$ cat config.mk
export PLATFORM = sky130hd
export DESIGN_NAME = plrc_top
export DESIGN_NICKNAME = d
export VERILOG_FILES = /design/src/hw/plrc_pkg.sv /design/src/hw/plrc_top.sv /design/src/hw/plrc_ramp_tick.sv
export SDC_FILE = /design/constraint.sdc
export NUM_CORES = 1
export LEC_CHECK = 0
export BUFFER_PORTS_ARGS = -buffer_cell sky130_fd_sc_hd__buf_2
export CAP_MARGIN = 0
export CORE_MARGIN = 2
export CORE_UTILIZATION = 40
export CTS_BUF_LIST = sky130_fd_sc_hd__clkbuf_2
export CTS_CLUSTER_DIAMETER = 50
export DETAILED_ROUTE_END_ITERATION = 8
export PLACE_DENSITY = 0.59
export RECOVER_POWER = 100
export SLEW_MARGIN = 20
export SYNTH_ARGS = -nofsm -noshare
export SYNTH_HDL_FRONTEND = slang
export SYNTH_SLANG_ARGS = --single-unit
export TNS_END_PERCENT = 100
$ cat constraint.sdc
create_clock -name CLK -period 20.1 [get_ports CLK]
set_clock_uncertainty 0.2 [all_clocks]
set_input_delay 4.02 -clock CLK [delete_from_list [all_inputs] [get_ports CLK]]
set_output_delay 4.02 -clock CLK [all_outputs]
set_load 0.005 [all_outputs]
$ cat src/hw/plrc_pkg.sv
// Package with constants and types of the panel local/remote control block.
package plrc_pkg;
	// Setpoint magnitude is held in 0.01 % of maximum speed.
	localparam logic [13:0] PLRC_FULL_SCALE = 14'h2710;
	localparam logic [13:0] PLRC_STEP_1PCT = 14'h0064;
	localparam logic [13:0] PLRC_START_SP_DEF = 14'h0000;
	localparam int PLRC_CLK_KHZ = 250000;
	// Cycles per setpoint count for each millisecond of full-scale ramp time.
	localparam logic [21:0] PLRC_TICK_PER_MS = 22'(PLRC_CLK_KHZ / 10000);
	localparam logic [15:0] PLRC_RAMP_UP_MS_DEF = 16'h4e20;
	localparam logic [15:0] PLRC_RAMP_DN_MS_DEF = 16'h7530;
	localparam int PLRC_LINK_TIMEOUT_MS = 1000;
	localparam int PLRC_LINK_TIMEOUT_CYC = PLRC_LINK_TIMEOUT_MS * PLRC_CLK_KHZ;
	localparam int PLRC_FLASH_HALF_MS = 250;
	localparam int PLRC_FLASH_HALF_CYC = PLRC_FLASH_HALF_MS * PLRC_CLK_KHZ;
	// Key and link pin positions in the synchronised input vector.
	localparam int K_MODE = 0;
	localparam int K_ON = 1;
	localparam int K_OFF = 2;
	localparam int K_JOG = 3;
	localparam int K_DIR = 4;
	localparam int K_UP = 5;
	localparam int K_DN = 6;
	localparam int K_ACK = 7;
	localparam int K_LINK = 8;
	localparam int K_NUM = 9;
	// Control word bit positions.
	localparam int CW_ON = 0;
	localparam int CW_NO_COAST = 1;
	localparam int CW_NO_QSTOP = 2;
	localparam int CW_ACK = 7;
	localparam int CW_JOG = 8;
	localparam logic [10:0] CW_PANEL_BASE = 11'h47e;
	localparam logic [1:0] STOP_RAMP = 2'h0;
	localparam logic [1:0] STOP_COAST = 2'h1;
	localparam logic [1:0] STOP_QUICK = 2'h2;
	typedef enum logic [0:0] {ST_INIT, ST_RUN} plrc_state_t;
endpackage

$ cat src/hw/plrc_top.sv
// Local/remote control arbiter of the operator panel with panel setpoint generator.
`timescale 1ns/1ps
module plrc_top
	import plrc_pkg::*;
#(
	parameter int LINK_TO_CYC = PLRC_LINK_TIMEOUT_CYC,
	parameter int FLASH_HALF_CYC = PLRC_FLASH_HALF_CYC
)
(
	input wire logic CLK,
	input wire logic CE,
	input wire logic RESET,
	input wire logic KEY_MODE,
	input wire logic KEY_ON,
	input wire logic KEY_OFF,
	input wire logic KEY_JOG,
	input wire logic KEY_DIR,
	input wire logic KEY_UP,
	input wire logic KEY_DN,
	input wire logic KEY_ACK,
	input wire logic LINK_OK,
	input wire logic OP_LOCK,
	input wire logic CFG_RETAIN_MODE,
	input wire logic CFG_REMOTE_STOP,
	input wire logic CFG_SWITCH_RUN,
	input wire logic CFG_DIR_EN,
	input wire logic CFG_JOG_EN,
	input wire logic CFG_SP_SAVE,
	input wire logic CFG_PANEL_INHIBIT,
	input wire logic CFG_ACK_EN,
	input wire logic [1:0] CFG_STOP_TYPE,
	input wire logic [13:0] CFG_START_SP,
	input wire logic [15:0] CFG_RAMP_UP_MS,
	input wire logic [15:0] CFG_RAMP_DN_MS,
	input wire logic MC_INHIBIT,
	input wire logic DRV_OPERATION,
	input wire logic DRV_READY_ON,
	input wire logic signed [15:0] ACT_SPEED,
	input wire logic [10:0] EXT_CW,
	input wire logic [13:0] SP_ENTRY,
	input wire logic SP_ENTRY_OK,
	input wire logic NV_MODE_LOCAL,
	input wire logic [13:0] NV_SP,
	output logic PANEL_MASTER,
	output logic LAMP,
	output logic SUPPL_SP_EN,
	output logic [10:0] CTRL_WORD,
	output logic signed [15:0] SETPOINT,
	output logic MODE_ERR,
	output logic LINK_TRIP,
	output logic NV_MODE_WR,
	output logic [13:0] NV_SP_OUT,
	output logic NV_SP_WR
);
	typedef struct packed {
		plrc_state_t st;
		logic [K_NUM-1:0] s1;
		logic [K_NUM-1:0] s2;
		logic [K_NUM-1:0] prev;
		logic local_m;
		logic on;
		logic ccw;
		logic rstop;
		logic trip;
		logic jog;
		logic ack;
		logic err;
		logic mode_wr;
		logic sp_wr;
		logic [13:0] mag;
		logic [13:0] store;
		logic [31:0] lcnt;
		logic [31:0] fcnt;
		logic flash;
		logic lamp;
		logic suppl;
		logic [10:0] cw;
		logic [15:0] sp;
	} plrc_st_t;

	plrc_st_t q, d;
	logic [K_NUM-1:0] pins;
	logic [K_NUM-1:0] rise;
	logic [K_NUM-1:0] fall;
	logic keys_ok;
	logic tick;
	logic [21:0] interval;
	logic [13:0] act_mag;
	logic [15:0] act_abs;
	logic [14:0] up_sum;

	assign pins = {LINK_OK, KEY_ACK, KEY_DN, KEY_UP, KEY_DIR, KEY_JOG, KEY_OFF, KEY_ON, KEY_MODE};
	assign rise = q.s2 & ~q.prev;
	assign fall = ~q.s2 & q.prev;
	assign keys_ok = q.local_m & ~OP_LOCK;
	assign act_abs = ACT_SPEED[15] ? 16'(-ACT_SPEED) : 16'(ACT_SPEED);
	assign act_mag = (act_abs > 16'(PLRC_FULL_SCALE)) ? PLRC_FULL_SCALE : act_abs[13:0];
	assign up_sum = {1'b0, q.mag} + {1'b0, PLRC_STEP_1PCT};
	assign interval = q.s2[K_UP] ? 22'(CFG_RAMP_UP_MS) * PLRC_TICK_PER_MS
		: 22'(CFG_RAMP_DN_MS) * PLRC_TICK_PER_MS;

	plrc_ramp_tick u_tick (
		.clk(CLK),
		.ce(CE),
		.reset(RESET),
		.run(keys_ok & (q.s2[K_UP] ^ q.s2[K_DN])),
		.interval(interval),
		.tick(tick)
	);

	always_comb
	begin
		d = q;
		d.s1 = pins;
		d.s2 = q.s1;
		d.prev = q.s2;
		d.err = 1'b0;
		d.ack = 1'b0;
		d.mode_wr = 1'b0;
		d.sp_wr = 1'b0;
		case (q.st)
			ST_INIT:
			begin
				// Stored mode and setpoint are caught once, just after reset release.
				d.local_m = CFG_RETAIN_MODE & NV_MODE_LOCAL & ~MC_INHIBIT & ~CFG_PANEL_INHIBIT;
				d.store = (NV_SP > PLRC_FULL_SCALE) ? PLRC_FULL_SCALE : NV_SP;
				d.st = ST_RUN;
			end
			ST_RUN:
			begin
				if (rise[K_MODE] && !CFG_PANEL_INHIBIT && !MC_INHIBIT && !OP_LOCK)
				begin
					if (DRV_OPERATION && !CFG_SWITCH_RUN)
						d.err = 1'b1;
					else if (q.local_m)
					begin
						d.local_m = 1'b0;
						d.mode_wr = 1'b1;
						if (!CFG_SWITCH_RUN)
						begin
							d.on = 1'b0;
							d.mag = 14'h0;
						end
					end
					else
					begin
						d.local_m = 1'b1;
						d.mode_wr = 1'b1;
						d.rstop = 1'b0;
						if (DRV_OPERATION)
						begin
							// A running drive keeps its speed: the panel takes over from the actual value.
							d.mag = act_mag;
							d.ccw = ACT_SPEED[15];
							d.on = 1'b1;
							if (CFG_SP_SAVE)
							begin
								d.store = act_mag;
								d.sp_wr = 1'b1;
							end
						end
						else if (CFG_SP_SAVE)
							d.mag = q.store;
					end
				end
				else if (MC_INHIBIT && q.local_m)
				begin
					d.local_m = 1'b0;
					d.mode_wr = 1'b1;
				end
				else if (keys_ok)
				begin
					if (rise[K_ON] && !q.on)
					begin
						d.on = 1'b1;
						d.mag = CFG_SP_SAVE ? q.store :
							((CFG_START_SP > PLRC_FULL_SCALE) ? PLRC_FULL_SCALE : CFG_START_SP);
					end
					if (rise[K_DIR] && CFG_DIR_EN)
						d.ccw = ~q.ccw;
					if (rise[K_UP] && !q.s2[K_DN])
						d.mag = (up_sum > {1'b0, PLRC_FULL_SCALE}) ? PLRC_FULL_SCALE : up_sum[13:0];
					else if (rise[K_DN] && !q.s2[K_UP])
						d.mag = (q.mag < PLRC_STEP_1PCT) ? 14'h0 : q.mag - PLRC_STEP_1PCT;
					else if (tick && q.s2[K_UP] && q.mag < PLRC_FULL_SCALE)
						d.mag = q.mag + 14'h1;
					else if (tick && q.s2[K_DN] && q.mag != 14'h0)
						d.mag = q.mag - 14'h1;
					if ((fall[K_UP] || fall[K_DN]) && CFG_SP_SAVE)
					begin
						d.store = q.mag;
						d.sp_wr = 1'b1;
					end
					if (SP_ENTRY_OK && SP_ENTRY <= PLRC_FULL_SCALE)
					begin
						d.mag = SP_ENTRY;
						if (CFG_SP_SAVE)
						begin
							d.store = SP_ENTRY;
							d.sp_wr = 1'b1;
						end
					end
				end
				if (rise[K_OFF] && (q.local_m || CFG_REMOTE_STOP))
				begin
					d.on = 1'b0;
					d.rstop = ~q.local_m;
				end
				// A stop forced on the external word holds until the external source drops its on bit.
				if (q.rstop && !EXT_CW[CW_ON] && !rise[K_OFF])
					d.rstop = 1'b0;
				d.jog = keys_ok & CFG_JOG_EN & DRV_READY_ON & ~DRV_OPERATION & q.s2[K_JOG];
				d.ack = rise[K_ACK] & CFG_ACK_EN;
				if (q.s2[K_LINK])
				begin
					d.lcnt = 32'h0;
					d.trip = 1'b0;
				end
				else if (q.lcnt < 32'(LINK_TO_CYC - 1))
					d.lcnt = q.lcnt + 32'h1;
				else if (q.local_m || CFG_REMOTE_STOP)
				begin
					d.trip = 1'b1;
					d.on = 1'b0;
				end
			end
			default:
				d.st = ST_INIT;
		endcase

		if (q.fcnt >= 32'(FLASH_HALF_CYC - 1))
		begin
			d.fcnt = 32'h0;
			d.flash = ~q.flash;
		end
		else
			d.fcnt = q.fcnt + 32'h1;
		d.lamp = CFG_REMOTE_STOP ? d.flash : d.local_m;
		d.suppl = ~d.local_m;

		if (d.local_m)
		begin
			// The external word is not looked at in panel mode.
			d.cw = CW_PANEL_BASE;
			d.cw[CW_ON] = d.on & ~d.trip;
			d.cw[CW_NO_COAST] = d.on | (CFG_STOP_TYPE != STOP_COAST);
			d.cw[CW_NO_QSTOP] = d.on | (CFG_STOP_TYPE != STOP_QUICK);
			d.cw[CW_ACK] = d.ack;
			d.cw[CW_JOG] = d.jog;
		end
		else
		begin
			d.cw = EXT_CW;
			if (d.rstop || d.trip)
			begin
				d.cw[CW_ON] = 1'b0;
				if (CFG_STOP_TYPE == STOP_COAST)
					d.cw[CW_NO_COAST] = 1'b0;
				if (CFG_STOP_TYPE == STOP_QUICK)
					d.cw[CW_NO_QSTOP] = 1'b0;
			end
			d.cw[CW_ACK] = EXT_CW[CW_ACK] | d.ack;
		end
		// Magnitude stays unipolar; only the output word carries the sign.
		d.sp = !d.local_m ? 16'h0 : (d.ccw ? 16'(-{2'b00, d.mag}) : {2'b00, d.mag});
	end

	always_ff @(posedge CLK)
	begin
		if (RESET)
			q <= '0;
		else if (CE)
			q <= d;
	end

	assign PANEL_MASTER = q.local_m;
	assign LAMP = q.lamp;
	assign SUPPL_SP_EN = q.suppl;
	assign CTRL_WORD = q.cw;
	assign SETPOINT = q.sp;
	assign MODE_ERR = q.err;
	assign LINK_TRIP = q.trip;
	assign NV_MODE_WR = q.mode_wr;
	assign NV_SP_OUT = q.store;
	assign NV_SP_WR = q.sp_wr;
endmodule // plrc_top

$ cat src/hw/plrc_ramp_tick.sv
// Interval timer that paces the held-key setpoint ramp.
`timescale 1ns/1ps
module plrc_ramp_tick
	import plrc_pkg::*;
(
	input wire logic clk,
	input wire logic ce,
	input wire logic reset,
	input wire logic run,
	input wire logic [21:0] interval,
	output logic tick
);
	typedef struct packed {
		logic [21:0] cnt;
		logic tick;
	} plrc_tick_st_t;

	plrc_tick_st_t q, d;

	always_comb
	begin
		d = q;
		d.tick = 1'b0;
		// The count restarts whenever the key is let go, so each hold begins a full interval.
		if (!run)
			d.cnt = 22'h0;
		else if (q.cnt + 22'h1 >= interval)
		begin
			d.cnt = 22'h0;
			d.tick = 1'b1;
		end
		else
			d.cnt = q.cnt + 22'h1;
	end

	always_ff @(posedge clk)
	begin
		if (reset)
			q <= '0;
		else if (ce)
			q <= d;
	end

	assign tick = q.tick;
endmodule // plrc_ramp_tick

==> metrics.yaml <==
path_clk_slew_ns: 0.24
worstHoldPathType: "reg2reg"
yosysMostFrequentCell: "nor2_1"
firstDrtPassIters: 6
clkLatencyLatePin_ns: 0.88
portBuffers: 176
seq_area_frac_synth_pct: 22.5
max-slew-margin-rel_pct: -136
wirelength_um: 53300
die_h_um: 204
overflow: 0
cts_tree: "yes"
worstSetupEndpointType: "register"
wire_per_inst_um: 20.0
gp_congestion: 0.978
vias: 15800
synthesis.area_sq_um: 16000
synth-edff-count: 0
r2r_end: "SETPOINT[13]"
yosysTopAreaCellShare_pct: 22.5
drive_above_1_share_pct: 10.5
syn_avg_cell_area_sq_um: 7.79
area_growth_pct: 6.89
hold_end: "q[93]"
worstHoldStart: "q[93]"
outcome: "complete, but fails checks"
rows: 73
rr_startpoint: "q[111]"
cts_resized: 0
dp_hpwl_um: 40500
violations: "max-capacitance violations, max-slew violations"
ys_top_cells_by_count: "254 x nor2_1, 180 x dfxtp_1, 158 x nand2_1"
power_leakage_uw: 0.00697
finalNetCount: 2407
fill_cells: 4232
post-cts-setup-buffers: 0
worstPathRequired_ns: 20.64
reg2regPathDepth: 14
grt_pass1_vias: 14800
netlist_instances: 2060
power_density_nw_per_um2: 51.0
grt_use_total_pct: 25.0
drt-initial-drc-count: 1520
cp-start-kind: "input port"
min_period_over_period_pct: 49.3
cts_sinks: 180
dieArea_sq_um: 41700
ant_nets: 0
register_area_sq_um: 3610
cp_data_arrival_time_ns: 10.45
synthDistinctLibCells: 99
multiInputGateArea_sq_um: 11300
cap_violations: 6
htreeDepth: 4
path_class: "in2reg"
cp_max_fo: 23
grt_antenna_before_repair: 3
grt_setup_unrepaired: "no"
grt_max_degree: 71
min_path_cells: 2
drv_slew: 224
timing.final.ws_setup_ns: 10.20
hold_slack_ns: 0.246
yosys_warnings: 0
yosys-top-cells-area: "dfxtp_1 22%, ha_1 11%, nor2_1 5.9%"
finalSetupViolCount: 0
ioPinCount: 177
peakVddDrop_uv: 35.5
setup_tns_ns: 0
tightest_slew_ns: 3.54
cts_buffers: 17
finalHoldViolations: 0
cts_max_path_buffers: 2
fmax_ghz: 0.101
synthArstFlopShare_pct: 0
die_w_um: 204
yosysTopAreaCell: "dfxtp_1"
initial_utilization_pct: 40.5
ys_seq_elements: 180
drc_errors: 0
layout_min_cycle_time_ns: 9.90
rrSetupSlack_ns: 14.25
avgViaCountPerCell: 5.96
cts_root_buf: "clkbuf_2"
core_sq_um: 39600
synth_flop_cell: "dfxtp_1"
hold_buffers: 0
dp_slack_ns: 9.80
grt_pass1_wl_um: 82600
synth_nets: 2348
metal layers:
metal | wire length (um) | vias to the layer above | GRT usage [%]
met5 | 0 | - | 0
met4 | 1670 | 0 | 9.52
met3 | 3420 | 107 | 3.68
met2 | 25000 | 573 | 41.1
met1 | 23300 | 7555 | 32.9
li1 | - | 7606 | -
registers in the layout, indices dropped and copies added, names as in the netlist, 11 cells and up:
signal     flops
q             91
u_tick.q      22
d             18
SETPOINT      16
NV_SP_OUT     14
CTRL_WORD     11
where the power goes:
part | internal [uW] | switching, uW | total [uW]
registers | 365 | 8.44 | 373
clock network | 71.0 | 138 | 209
logic | 122 | 171 | 293
total | 558 | 317 | 875
cell type report:
| cell class | count | area share [%] |
|---|---|---|
| antenna | 3 | 0.0438 |
| sequential | 180 | 21.0 |
| clock buffer | 17 | 0.496 |
| inverter | 78 | 1.71 |
| timing repair buffer | 198 | 5.76 |
| tap | 525 | 3.83 |
| clock inverter | 15 | 1.04 |
| multi-input combinational | 1644 | 66.1 |
placed cells by master (no fill, tap or decap), types with 11 or more instances in the layout:
master    synthesis  routed
nand3_1          80      80
a21oi_1         132     132
nand4_1          27      27
xor2_1           76      76
and2_1           14      14
nor2_1          254     253
nand2_1         158     158
fa_1             22      22
nor3b_1          12      13
dfxtp_1         180     178
a32o_1           17      17
clkbuf_2          1      17
a22oi_1          15      15
a31oi_1          26      26
a221oi_1         14      14
mux2i_1          51      50
nor4_1           27      27
buf_2             6     138
clkbuf_1         90      41
xnor2_1          72      72
ha_1            137     137
o22ai_1          15      15
inv_1            75      75
nand2b_1         15      15
or4_1            11      11
a211oi_1         28      29
or3_1            22      22
nor3_1           60      59
nor2b_1          14      14
o31ai_1          15      15
o211ai_1         13      13
buf_4            44      19
and3_1           26      26
o21ai_0         100      99
a21o_1           20      20
worst max-delay path, cell delays in order:
cell      delay (ns)
clkbuf_1        0.10
ha_1            0.30
ha_1            0.32
fa_1            0.46
ha_1            0.35
a21oi_1         0.22
o21bai_1        0.09
a21oi_1         0.21
nor2b_1         0.07
o21a_1          0.19
o31a_1          0.27
o41ai_1         0.63
o31ai_1         0.19
mux2_1          0.35
a31oi_1         0.19
ha_1            0.28
nand4_1         0.09
nor2_1          0.05
a21boi_0        0.12
a31oi_1         1.39
nand2_1         0.29
o21ai_0         0.25
metrics by stage:
stage          cells  util (%)  area [sq um]  power, uW
6_report        2660      43.3         17200        875
5_1_grt         2660      43.3         17200        929
4_1_cts         2656      43.6         17300        883
3_5_place_dp    2624      42.9         17000        673
3_3_place_gp    2624      42.9         17000        668
2_1_floorplan   2060         -         16000        591
how the worst max path moves through the flow:
stage                 startpoint  slack [ns]      endpoint  cells past startpoint
6_report       CFG_RAMP_UP_MS[2]       10.20  u_tick.q[14]                     22
5_1_grt        CFG_RAMP_UP_MS[2]        9.66  u_tick.q[14]                     22
4_1_cts        CFG_RAMP_UP_MS[2]       10.72  u_tick.q[14]                     25
3_5_place_dp   CFG_RAMP_UP_MS[2]        9.80   u_tick.q[1]                     25
3_3_place_gp   CFG_RAMP_UP_MS[2]        9.91   u_tick.q[1]                     25
2_1_floorplan  CFG_RAMP_UP_MS[2]       10.98   u_tick.q[3]                     25
cell families (layout without fill, tap and decap cells):
kind of cell    after synthesis  after routing  share of synthesized area [%]
fa+ha+maj                   159            159                           13.4
xor+xnor                    148            148                           8.08
mux                          55             55                           3.53
flops                       180            180                           22.5
other cells                   0              3                              0
buf+inv                     236            308                           6.65
compound gates              523            523                           22.9
simple gates                759            759                           23.0
Note: power is estimated with default switching activity, not from simulation.
